$ cat config.mk
export PLATFORM = sky130hd
export DESIGN_NAME = spd_regs
export DESIGN_NICKNAME = d
export VERILOG_FILES = /design/src/design/spd_pkg.sv /design/src/design/spd_ext_div_dec.sv /design/src/design/spd_regs.sv
export SDC_FILE = /design/constraint.sdc
export NUM_CORES = 1
export LEC_CHECK = 0
export BUFFER_PORTS_ARGS = -buffer_cell sky130_fd_sc_hd__buf_4
export CAP_MARGIN = 5
export CORE_MARGIN = 4
export CORE_UTILIZATION = 58
export DETAILED_ROUTE_END_ITERATION = 6
export GPL_TIMING_DRIVEN = 0
export PLACE_DENSITY = 0.94
export SLEW_MARGIN = 20
export SYNTH_ARGS = -nofsm -noshare
export SYNTH_HDL_FRONTEND = slang
export SYNTH_HIERARCHICAL = 1
export SYNTH_SLANG_ARGS = --single-unit
$ cat constraint.sdc
create_clock -name i_clk -period 4.18 [get_ports i_clk]
set_clock_uncertainty 0.05 [all_clocks]
set_input_delay 0.627 -clock i_clk [delete_from_list [all_inputs] [get_ports i_clk]]
set_output_delay 0.627 -clock i_clk [all_outputs]
set_load 0.005 [all_outputs]
$ cat src/design/spd_pkg.sv
package spd_pkg;

    // Register indices; byte address is four times the index.
    localparam logic [5:0] IDX_P1_OUT_LOOP = 6'h07;
    localparam logic [5:0] IDX_P1_EXT_FSK = 6'h08;
    localparam logic [5:0] IDX_P1_DEV_FIRST = 6'h09;
    localparam logic [5:0] IDX_P1_DEV_LAST = 6'h10;
    localparam logic [5:0] IDX_P2_FRAC_HIGH = 6'h11;
    localparam logic [5:0] IDX_P2_NUM_LOW = 6'h12;
    localparam logic [5:0] IDX_P2_DEN_LOW = 6'h13;
    localparam logic [5:0] IDX_P2_INT_DIV = 6'h14;
    localparam logic [5:0] IDX_P2_REF_DIV = 6'h15;
    localparam int DEV_COUNT = 8;

    // Reset values.
    localparam logic [15:0] RST_P1_OUT_LOOP = 16'h10A4;
    localparam logic [15:0] RST_P1_EXT_FSK = 16'h0010;
    localparam logic [15:0] RST_P1_DEV = 16'h0000;
    localparam logic [15:0] RST_P2_FRAC_HIGH = 16'h0000;
    localparam logic [15:0] RST_P2_NUM_LOW = 16'h0000;
    localparam logic [15:0] RST_P2_DEN_LOW = 16'h0000;
    localparam logic [15:0] RST_P2_INT_DIV = 16'h0028;
    localparam logic [15:0] RST_P2_REF_DIV = 16'h0101;

    // Field positions.
    localparam int POS_PRESCALER = 15;
    localparam int POS_ORDER_LO = 12;
    localparam int POS_FSK_EN = 10;
    localparam int POS_EXTDIV_LO = 6;
    localparam int POS_EXT_SEL = 5;
    localparam int POS_POST_LO = 8;
    localparam logic [11:0] FEEDBACK_MAX = 12'h03FF;

    // AXI responses.
    localparam logic [1:0] RESP_OKAY = 2'h0;
    localparam logic [1:0] RESP_SLVERR = 2'h2;

    // Decoded second-profile divider settings.
    typedef struct packed {
        logic [7:0] ref_post_divider_p2;
        logic [7:0] ref_pre_divider_p2;
        logic [2:0] prescaler_ratio_p2;
        logic [2:0] modulator_order_p2;
        logic integer_mode_p2;
        logic [11:0] feedback_integer_p2;
        logic feedback_over_max_p2;
        logic [23:0] frac_numerator_p2;
        logic [23:0] frac_denominator_p2;
    } spd_p2_cfg_t;

    // Decoded first-profile external oscillator and level settings.
    typedef struct packed {
        logic shift_keying_enable_p1;
        logic [3:0] ext_osc_out_divider_p1;
        logic ext_div_reserved_p1;
        logic ext_osc_select_p1;
        logic [4:0] tx_output_level_p1;
        logic reserved_bits_set_p1;
    } spd_p1_cfg_t;

endpackage : spd_pkg

$ cat src/design/spd_ext_div_dec.sv
`timescale 1ns/1ps
// Decodes the external-path output divider code into a ratio.
module spd_ext_div_dec (
    // Code in.
    input wire logic [3:0] i_code,
    // Decoded ratio out.
    output logic [3:0] o_ratio,
    output logic o_reserved
);

    // Code 0 is divide by one, 2 to 10 divide by their value; others reserved.
    always_comb
    begin
        o_ratio = 4'h1;
        o_reserved = 1'b0;
        if (i_code == 4'h1 || i_code > 4'hA)
        begin
            o_reserved = 1'b1;
        end
        else if (i_code != 4'h0)
        begin
            o_ratio = i_code;
        end
    end

endmodule : spd_ext_div_dec

$ cat src/design/spd_regs.sv
// Local design decision: the AXI4-Lite slave port.
`timescale 1ns/1ps
// Behaviour
// - Post-divider for profile two sits in bits 15-8, reset value one.
// - Prescaler bit 15: clear divides by 2, set divides by 4.
// - Order field 0 integer, 1-3 that order, 4-7 fourth order.
// - Feedback integer is 12 bits, resets 28h, software keeps it <= 1023.
// - Denominator = high byte of shared word, then its low word.
// - Numerator = low byte of shared word, then its low word.
// - Eight sixteen-bit deviation words, read-write, reset zero.
// - Shift-keying enable bit 10, divider 9-6, select 5, level 4-0.
// - Select clear means internal oscillator, set means external loop only.
// - Divider code 0 is one, 2-10 that value, 1 and 11-15 reserved.
module spd_regs #(
    parameter int ADDR_W = 8
) (
    // Clock and reset.
    input wire logic i_clk,
    input wire logic i_rst_n,
    // AXI4-Lite write address and data.
    input wire logic [ADDR_W-1:0] i_awaddr,
    input wire logic i_awvalid,
    output logic o_awready,
    input wire logic [31:0] i_wdata,
    input wire logic [3:0] i_wstrb,
    input wire logic i_wvalid,
    output logic o_wready,
    // AXI4-Lite write response.
    output logic [1:0] o_bresp,
    output logic o_bvalid,
    input wire logic i_bready,
    // AXI4-Lite read address and data.
    input wire logic [ADDR_W-1:0] i_araddr,
    input wire logic i_arvalid,
    output logic o_arready,
    output logic [31:0] o_rdata,
    output logic [1:0] o_rresp,
    output logic o_rvalid,
    input wire logic i_rready,
    // Decoded and raw settings for the synthesizer core.
    output spd_pkg::spd_p2_cfg_t o_p2_cfg,
    output spd_pkg::spd_p1_cfg_t o_p1_cfg,
    output logic [15:0] o_p1_output_loop_cfg,
    output logic [16*spd_pkg::DEV_COUNT-1:0] o_deviation_words_p1
);

    // Register storage.
    logic [15:0] p1_out_loop_reg;
    logic [15:0] p1_ext_fsk_reg;
    logic [15:0] dev_reg [spd_pkg::DEV_COUNT];
    logic [15:0] p2_frac_high_reg;
    logic [15:0] p2_num_low_reg;
    logic [15:0] p2_den_low_reg;
    logic [15:0] p2_int_div_reg;
    logic [15:0] p2_ref_div_reg;

    // Write channel capture.
    logic aw_held_reg;
    logic w_held_reg;
    logic [ADDR_W-1:0] awaddr_reg;
    logic [31:0] wdata_reg;
    logic [3:0] wstrb_reg;
    logic write_fire;
    logic [5:0] w_idx;
    logic [5:0] r_idx;

    // Index from a byte address; unaligned low bits are dropped.
    function automatic logic [5:0] addr_index(input logic [ADDR_W-1:0] a);
        logic [ADDR_W-1:0] shifted;
        shifted = a >> 2;
        addr_index = shifted[5:0];
    endfunction : addr_index

    // Address mapped when its index names a register and upper bits are 0.
    function automatic logic addr_mapped(input logic [ADDR_W-1:0] a);
        logic [5:0] idx;
        logic [ADDR_W-1:0] top;
        idx = addr_index(a);
        top = a >> 8;
        addr_mapped = (top == '0) && idx >= spd_pkg::IDX_P1_OUT_LOOP
            && idx <= spd_pkg::IDX_P2_REF_DIV;
    endfunction : addr_mapped

    // Merge the two low byte lanes of a write into a 16-bit register.
    function automatic logic [15:0] merge16(input logic [15:0] old,
        input logic [31:0] d, input logic [3:0] s);
        merge16 = old;
        if (s[0])
        begin
            merge16[7:0] = d[7:0];
        end
        if (s[1])
        begin
            merge16[15:8] = d[15:8];
        end
    endfunction : merge16

    // Address and data are taken in either order, one write at a time.
    assign o_awready = !aw_held_reg && !o_bvalid;
    assign o_wready = !w_held_reg && !o_bvalid;
    assign write_fire = aw_held_reg && w_held_reg && !o_bvalid;
    assign w_idx = addr_index(awaddr_reg);

    // Capture of write address.
    always_ff @(posedge i_clk or negedge i_rst_n)
    begin
        if (!i_rst_n)
        begin
            aw_held_reg <= 1'b0;
            awaddr_reg <= '0;
        end
        else if (i_awvalid && o_awready)
        begin
            aw_held_reg <= 1'b1;
            awaddr_reg <= i_awaddr;
        end
        else if (write_fire)
        begin
            aw_held_reg <= 1'b0;
        end
    end

    // Capture of write data.
    always_ff @(posedge i_clk or negedge i_rst_n)
    begin
        if (!i_rst_n)
        begin
            w_held_reg <= 1'b0;
            wdata_reg <= '0;
            wstrb_reg <= '0;
        end
        else if (i_wvalid && o_wready)
        begin
            w_held_reg <= 1'b1;
            wdata_reg <= i_wdata;
            wstrb_reg <= i_wstrb;
        end
        else if (write_fire)
        begin
            w_held_reg <= 1'b0;
        end
    end

    // Write response; unmapped addresses answer SLVERR and store nothing.
    always_ff @(posedge i_clk or negedge i_rst_n)
    begin
        if (!i_rst_n)
        begin
            o_bvalid <= 1'b0;
            o_bresp <= spd_pkg::RESP_OKAY;
        end
        else if (write_fire)
        begin
            o_bvalid <= 1'b1;
            o_bresp <= addr_mapped(awaddr_reg) ? spd_pkg::RESP_OKAY
                : spd_pkg::RESP_SLVERR;
        end
        else if (i_bready)
        begin
            o_bvalid <= 1'b0;
        end
    end

    // Single registers; each holds its value until written or reset.
    always_ff @(posedge i_clk or negedge i_rst_n)
    begin
        if (!i_rst_n)
        begin
            p1_out_loop_reg <= spd_pkg::RST_P1_OUT_LOOP;
            p1_ext_fsk_reg <= spd_pkg::RST_P1_EXT_FSK;
            p2_frac_high_reg <= spd_pkg::RST_P2_FRAC_HIGH;
            p2_num_low_reg <= spd_pkg::RST_P2_NUM_LOW;
            p2_den_low_reg <= spd_pkg::RST_P2_DEN_LOW;
            p2_int_div_reg <= spd_pkg::RST_P2_INT_DIV;
            p2_ref_div_reg <= spd_pkg::RST_P2_REF_DIV;
        end
        else if (write_fire && addr_mapped(awaddr_reg))
        begin
            case (w_idx)
                spd_pkg::IDX_P1_OUT_LOOP:
                    p1_out_loop_reg <= merge16(p1_out_loop_reg, wdata_reg,
                        wstrb_reg);
                spd_pkg::IDX_P1_EXT_FSK:
                    p1_ext_fsk_reg <= merge16(p1_ext_fsk_reg, wdata_reg,
                        wstrb_reg);
                spd_pkg::IDX_P2_FRAC_HIGH:
                    p2_frac_high_reg <= merge16(p2_frac_high_reg, wdata_reg,
                        wstrb_reg);
                spd_pkg::IDX_P2_NUM_LOW:
                    p2_num_low_reg <= merge16(p2_num_low_reg, wdata_reg,
                        wstrb_reg);
                spd_pkg::IDX_P2_DEN_LOW:
                    p2_den_low_reg <= merge16(p2_den_low_reg, wdata_reg,
                        wstrb_reg);
                spd_pkg::IDX_P2_INT_DIV:
                    p2_int_div_reg <= merge16(p2_int_div_reg, wdata_reg,
                        wstrb_reg);
                spd_pkg::IDX_P2_REF_DIV:
                    p2_ref_div_reg <= merge16(p2_ref_div_reg, wdata_reg,
                        wstrb_reg);
                default:
                    p1_out_loop_reg <= p1_out_loop_reg;
            endcase
        end
    end

    // Deviation words sit at consecutive indices.
    always_ff @(posedge i_clk or negedge i_rst_n)
    begin
        if (!i_rst_n)
        begin
            for (int i = 0; i < spd_pkg::DEV_COUNT; i++)
            begin
                dev_reg[i] <= spd_pkg::RST_P1_DEV;
            end
        end
        else if (write_fire && w_idx >= spd_pkg::IDX_P1_DEV_FIRST
            && w_idx <= spd_pkg::IDX_P1_DEV_LAST && addr_mapped(awaddr_reg))
        begin
            dev_reg[3'(w_idx - spd_pkg::IDX_P1_DEV_FIRST)] <=
                merge16(dev_reg[3'(w_idx - spd_pkg::IDX_P1_DEV_FIRST)],
                wdata_reg, wstrb_reg);
        end
    end

    // Read path: one read at a time, data registered with rvalid.
    assign o_arready = !o_rvalid;
    assign r_idx = addr_index(i_araddr);

    always_ff @(posedge i_clk or negedge i_rst_n)
    begin
        if (!i_rst_n)
        begin
            o_rvalid <= 1'b0;
            o_rdata <= '0;
            o_rresp <= spd_pkg::RESP_OKAY;
        end
        else if (i_arvalid && o_arready)
        begin
            o_rvalid <= 1'b1;
            o_rresp <= addr_mapped(i_araddr) ? spd_pkg::RESP_OKAY
                : spd_pkg::RESP_SLVERR;
            o_rdata <= '0;
            if (addr_mapped(i_araddr))
            begin
                case (r_idx)
                    spd_pkg::IDX_P1_OUT_LOOP:
                        o_rdata <= {16'h0000, p1_out_loop_reg};
                    spd_pkg::IDX_P1_EXT_FSK:
                        o_rdata <= {16'h0000, p1_ext_fsk_reg};
                    spd_pkg::IDX_P2_FRAC_HIGH:
                        o_rdata <= {16'h0000, p2_frac_high_reg};
                    spd_pkg::IDX_P2_NUM_LOW:
                        o_rdata <= {16'h0000, p2_num_low_reg};
                    spd_pkg::IDX_P2_DEN_LOW:
                        o_rdata <= {16'h0000, p2_den_low_reg};
                    spd_pkg::IDX_P2_INT_DIV:
                        o_rdata <= {16'h0000, p2_int_div_reg};
                    spd_pkg::IDX_P2_REF_DIV:
                        o_rdata <= {16'h0000, p2_ref_div_reg};
                    default:
                        o_rdata <= {16'h0000,
                            dev_reg[3'(r_idx - spd_pkg::IDX_P1_DEV_FIRST)]};
                endcase
            end
        end
        else if (i_rready)
        begin
            o_rvalid <= 1'b0;
        end
    end

    // External divider decode; its ratio and reserved flag feed only the profile-one word.
    logic [3:0] ext_ratio;
    logic ext_reserved;
    spd_ext_div_dec u_ext_div (
        .i_code(p1_ext_fsk_reg[spd_pkg::POS_EXTDIV_LO +: 4]),
        .o_ratio(ext_ratio),
        .o_reserved(ext_reserved)
    );

    // Profile-two decode; order codes above three all mean fourth order.
    always_comb
    begin
        o_p2_cfg.ref_post_divider_p2 =
            p2_ref_div_reg[spd_pkg::POS_POST_LO +: 8];
        o_p2_cfg.ref_pre_divider_p2 = p2_ref_div_reg[7:0];
        o_p2_cfg.prescaler_ratio_p2 =
            p2_int_div_reg[spd_pkg::POS_PRESCALER] ? 3'h4 : 3'h2;
        o_p2_cfg.modulator_order_p2 =
            p2_int_div_reg[spd_pkg::POS_ORDER_LO + 2] ? 3'h4
            : p2_int_div_reg[spd_pkg::POS_ORDER_LO +: 3];
        o_p2_cfg.integer_mode_p2 =
            p2_int_div_reg[spd_pkg::POS_ORDER_LO +: 3] == 3'h0;
        o_p2_cfg.feedback_integer_p2 = p2_int_div_reg[11:0];
        o_p2_cfg.feedback_over_max_p2 =
            p2_int_div_reg[11:0] > spd_pkg::FEEDBACK_MAX;
        o_p2_cfg.frac_numerator_p2 =
            {p2_frac_high_reg[7:0], p2_num_low_reg};
        o_p2_cfg.frac_denominator_p2 =
            {p2_frac_high_reg[15:8], p2_den_low_reg};
    end

    // Profile-one oscillator word; select clear keeps the internal one.
    always_comb
    begin
        o_p1_cfg.shift_keying_enable_p1 =
            p1_ext_fsk_reg[spd_pkg::POS_FSK_EN];
        o_p1_cfg.ext_osc_out_divider_p1 = ext_ratio;
        o_p1_cfg.ext_div_reserved_p1 = ext_reserved;
        o_p1_cfg.ext_osc_select_p1 =
            p1_ext_fsk_reg[spd_pkg::POS_EXT_SEL];
        o_p1_cfg.tx_output_level_p1 = p1_ext_fsk_reg[4:0];
        o_p1_cfg.reserved_bits_set_p1 = p1_ext_fsk_reg[15:11] != 5'h00;
    end

    assign o_p1_output_loop_cfg = p1_out_loop_reg;

    // Flatten deviation words, word 0 lowest.
    always_comb
    begin
        for (int i = 0; i < spd_pkg::DEV_COUNT; i++)
        begin
            o_deviation_words_p1[16*i +: 16] = dev_reg[i];
        end
    end

    // A completed write is answered on the next edge.
    a_write_answers: assert property (@(posedge i_clk) disable iff (!i_rst_n)
        write_fire |=> o_bvalid)
        else $error("write not answered");

    // Read of a reserved-zero upper half stays zero.
    a_read_upper_zero: assert property (@(posedge i_clk)
        disable iff (!i_rst_n) o_rvalid |-> o_rdata[31:16] == 16'h0000)
        else $error("upper read bits not zero");

    a_prescaler_map: assert property (@(posedge i_clk) disable iff (!i_rst_n)
        o_p2_cfg.prescaler_ratio_p2 ==
        (p2_int_div_reg[15] ? 3'h4 : 3'h2))
        else $error("prescaler ratio wrong");

    a_order_cap: assert property (@(posedge i_clk) disable iff (!i_rst_n)
        o_p2_cfg.modulator_order_p2 <= 3'h4)
        else $error("order above four");

    a_num_assemble: assert property (@(posedge i_clk) disable iff (!i_rst_n)
        o_p2_cfg.frac_numerator_p2[23:16] == p2_frac_high_reg[7:0])
        else $error("numerator high wrong");

    a_den_assemble: assert property (@(posedge i_clk) disable iff (!i_rst_n)
        o_p2_cfg.frac_denominator_p2[15:0] == p2_den_low_reg)
        else $error("denominator low wrong");

    a_post_div_field: assert property (@(posedge i_clk)
        disable iff (!i_rst_n)
        $rose(i_rst_n) |-> o_p2_cfg.ref_post_divider_p2 == 8'h01)
        else $error("post divider reset wrong");

    a_regs_hold: assert property (@(posedge i_clk) disable iff (!i_rst_n)
        !write_fire |=> $stable(p2_int_div_reg))
        else $error("register changed without write");

    a_ext_sel_bit: assert property (@(posedge i_clk) disable iff (!i_rst_n)
        o_p1_cfg.ext_osc_select_p1 == p1_ext_fsk_reg[5])
        else $error("select bit wrong");

endmodule : spd_regs

==> impl_metrics.toml <==
[status]
status = "finished clean"

[pwr]
power_frac_comb = 0.350
vdd_ir_drop_max_mv = 0.444
p_int_mw = 7.28
power_frac_seq = 0.391
power_density_mw_per_mm2 = 638
static_leakage_nw = 8.65
clock_power_share = 0.260
switching_share = 0.369
power_switching_mw = 4.25

[drt]
drt-pass1-iter-count = 7
antenna_left = 0
route.final.wire_length_mm = 49.2
drc_errors = 0
avgRoutedWirePerCell_um = 26.1
detailroute.via_count = 12500
drtIter0Drc = 1548
viasPerCell = 6.62

[timing]
actual_slew_at_the_worst_max_slew_pin_ns = 0.987
minimum_period_implied_by_the_final_worst_setup_slack_ns = 4.00
fmax_ghz = 0.250
final-max-slew-violation-count = 0
finalSetupViolCount = 0
hold_viol_final = 0
relSlewSlack = 0.337
rsz0062_at_grt = "false"
fin_crit_sh = 0.956
setup_total_negative_slack_ns = 0
setup_slack_ns = 0.183

[yosys]
synth.cell_area_mm2 = 0.0142
synth_enable_flop_cells = 0
synth_ff_type = "sky130_fd_sc_hd__dfrtp_1"
synth.avg_cell_area_um2 = 11.9
synthesized_area_fraction_occupied_by_xor_and_xnor_cells = 0.00301
synth_cells = 1192
post_synth_num_cell_types = 57
synth-seq-cells = 286
yosysSeqAreaShare = 0.506
yosysWarnings = 6
synth-compound-area-share = 0.114
synth-adder-area-share = 0.00796
yosys.area_share.simple = 0.101
ys_async_rst_share = 1.00
muxShareOfSynthArea = 0.220
main_combinational_cell_family_by_area_after_synthesis = "multiplexers"

[worst_setup_path]
worst_setup_path_end_kind = "flip-flop"
startpoint_type = "flip-flop"
reg2reg_setup_slack_ns = 0.18
critical_path_arrival_ns = 4.35
crit_type = "flip-flop to flip-flop"
critical-path-top-cell-by-count = "sky130_fd_sc_hd__clkbuf_1"
critical-path-slowest-cell = "sky130_fd_sc_hd__a21oi_1"
cp_data_required_time_ns = 4.54
critical_path_peak_fanout = 10
critical-path-max-stage-delay_ns = 0.59
critical_path.cell_chain = "buf_2 -> inv_1 -> ha_1 -> clkbuf_1 -> clkbuf_1 -> mux4_2 -> mux2i_1 -> nor2_1 -> a21oi_1 -> o21ai_0"

[placement]
dpl.hpwl_mm = 35.6
finalWeightedCongestion = 0.931
pre_cts_ws_ns = 0.293
placedInstanceArea_mm2 = 0.0169
buffer_ports.inserted = 298

[global_route]
antenna_found_initial = 1
grt_pass1_vias = 12400
largest_net_degree_at_the_start_of_global_routing = 106
grt_pass1_wl_mm = 73.7
globalRouteTotalUtil = 0.358
grt.overflow.total = 0

[cells_and_area]
num-nets-final = 1610
post-route-cell-area_mm2 = 0.0181
drive_gt1_frac = 0.420
layout_common_cells = "341 x sky130_fd_sc_hd__buf_4, 277 x sky130_fd_sc_hd__dfrtp_1, 182 x sky130_fd_sc_hd__nand2_1, 135 x sky130_fd_sc_hd__o21ai_0, 134 x sky130_fd_sc_hd__mux2_2"
largest_register_ffs = 128
final_core_util = 0.760
synthToLayoutAreaGrowth_pct = 27.6
mostFrequentLayoutCell = "sky130_fd_sc_hd__buf_4"

[die]
placeable_core_region_mm2 = 0.0238
placement_rows = 56
initial_utilization = 0.596
die-width_um = 164
pin_count = 341
die_height_um = 164
die_area_mm2 = 0.0270

[clock_tree]
cts_root_buf = "sky130_fd_sc_hd__clkbuf_16"
tritoncts.num_buffers = 30
clockBufferDepth = 3
later_pin_clock_latency_in_the_skew_report_ns = 0.57
clk_pin_slew_worst_paths_ns = 0.07
htree_levels = 1
cts_post_setup_buffers_inserted = 0
cts_tree = "done"
tritoncts_num_sinks = 286

[run]
timing.max_cap.violations = 0

[hold_path]
holdCritPathClass = "input port to async pin"
-- kinds of logic (layout without fill, tap and decap cells) --
| family | after synthesis | after routing |
|---|---|---|
| multiplexers | 214 | 214 |
| other | 1 | 20 |
| AND/OR/NAND/NOR | 296 | 296 |
| buffers and inverters | 130 | 485 |
| adder cells (fa/ha/maj) | 9 | 9 |
| XOR/XNOR | 4 | 4 |
| AO/OA/AOI/OAI | 252 | 252 |
| flip-flops | 286 | 286 |
-- what timing repair did --
action	CTS	global route
endpoints found under the setup margin	0	13
hold buffers	0	0
gates resized for setup	0	5
endpoints found under the hold margin	0	0
-- worst paths after layout --
check	end	from	depth (start not counted)
worst max-delay path	o_deviation_words_p1[79]$_DFFE_PN0P_	awaddr_reg[2]$_DFFE_PN0P_	10
worst max register to register	o_deviation_words_p1[79]$_DFFE_PN0P_	awaddr_reg[2]$_DFFE_PN0P_	10
worst min-delay path	p2_ref_div_reg[1]$_DFFE_PN0P_	i_rst_n	1
min in group i_clk	o_rvalid$_DFFE_PN0P_	i_rready	2
worst min register to register	o_rdata[14]$_DFFE_PN0P_	o_rdata[14]$_DFFE_PN0P_	1
max in group asynchronous	o_deviation_words_p1[122]$_DFFE_PN0P_	i_rst_n	2
-- metrics by stage --
| step | power, mW | hold WS (ns) | instances |
|---|---|---|---|
| 3_5_place_dp | 8.36 | 0.449 | 1829 |
| 3_3_place_gp | 8.09 | 0.446 | 1827 |
| 4_1_cts | 11.4 | 0.0448 | 1884 |
| 6_report | 11.5 | 0.0316 | 1885 |
| 2_1_floorplan | 6.30 | 0.281 | 1210 |
| 5_1_grt | 12.0 | 0.0730 | 1885 |
-- critical path: cells and delay by family, from the launching register on --
family          cells  cell delay (ns)
compound gates      2             0.84
simple gates        1             0.06
fa+ha+maj           1             0.32
flops               1             0.46
buf+inv             4             1.52
mux                 2             0.59
-- power groups by stage --
stage                     Clock, mW  Combinational (mW)  Sequential, mW
after detailed placement          0                3.91            4.45
after floorplan                   0                2.16            4.13
final                          2.99                4.03            4.50
after global placement            0                3.73            4.37
after global routing           3.11                4.29            4.56
after CTS                      2.98                3.97            4.43
-- cells in the mapped netlist (11+ instances only) --
cell | number | area, µm²
sky130_fd_sc_hd__dfrtp_1 | 277 | 6930
sky130_fd_sc_hd__buf_4 | 44 | 330
sky130_fd_sc_hd__a22oi_1 | 30 | 225
sky130_fd_sc_hd__nand2_1 | 182 | 683
sky130_fd_sc_hd__inv_1 | 11 | 41.3
sky130_fd_sc_hd__a2bb2oi_1 | 15 | 131
sky130_fd_sc_hd__nand2b_1 | 14 | 87.6
sky130_fd_sc_hd__mux2i_1 | 16 | 160
sky130_fd_sc_hd__mux4_2 | 64 | 1440
sky130_fd_sc_hd__nand4_1 | 17 | 106
sky130_fd_sc_hd__a222oi_1 | 16 | 160
sky130_fd_sc_hd__mux2_2 | 134 | 1510
sky130_fd_sc_hd__nor2_1 | 26 | 97.6
sky130_fd_sc_hd__clkbuf_1 | 56 | 210
sky130_fd_sc_hd__buf_2 | 13 | 65.1
sky130_fd_sc_hd__o21ai_0 | 135 | 676
sky130_fd_sc_hd__a31o_2 | 15 | 131
sky130_fd_sc_hd__a21oi_1 | 19 | 95.1
-- final cells by class --
type	count	area (µm²)
flip-flops and latches	286	7170
plain buffers	119	629
clock inverters	14	236
diodes	1	2.50
inverters	11	41.3
well taps	319	399
fillers	1417	5700
multi-input cells	794	6410
clock buffers	41	873
repair buffers	300	2300
-- layer usage --
metal  GRT usage  wire length (µm)  vias up
met1       0.450             16700     6192
met3      0.0871              6140      204
met2       0.603             24000     1045
li1            -                 -     5042
met4       0.138              2300        0
met5           0                 0        -
Power figures use the tool's default switching activity.
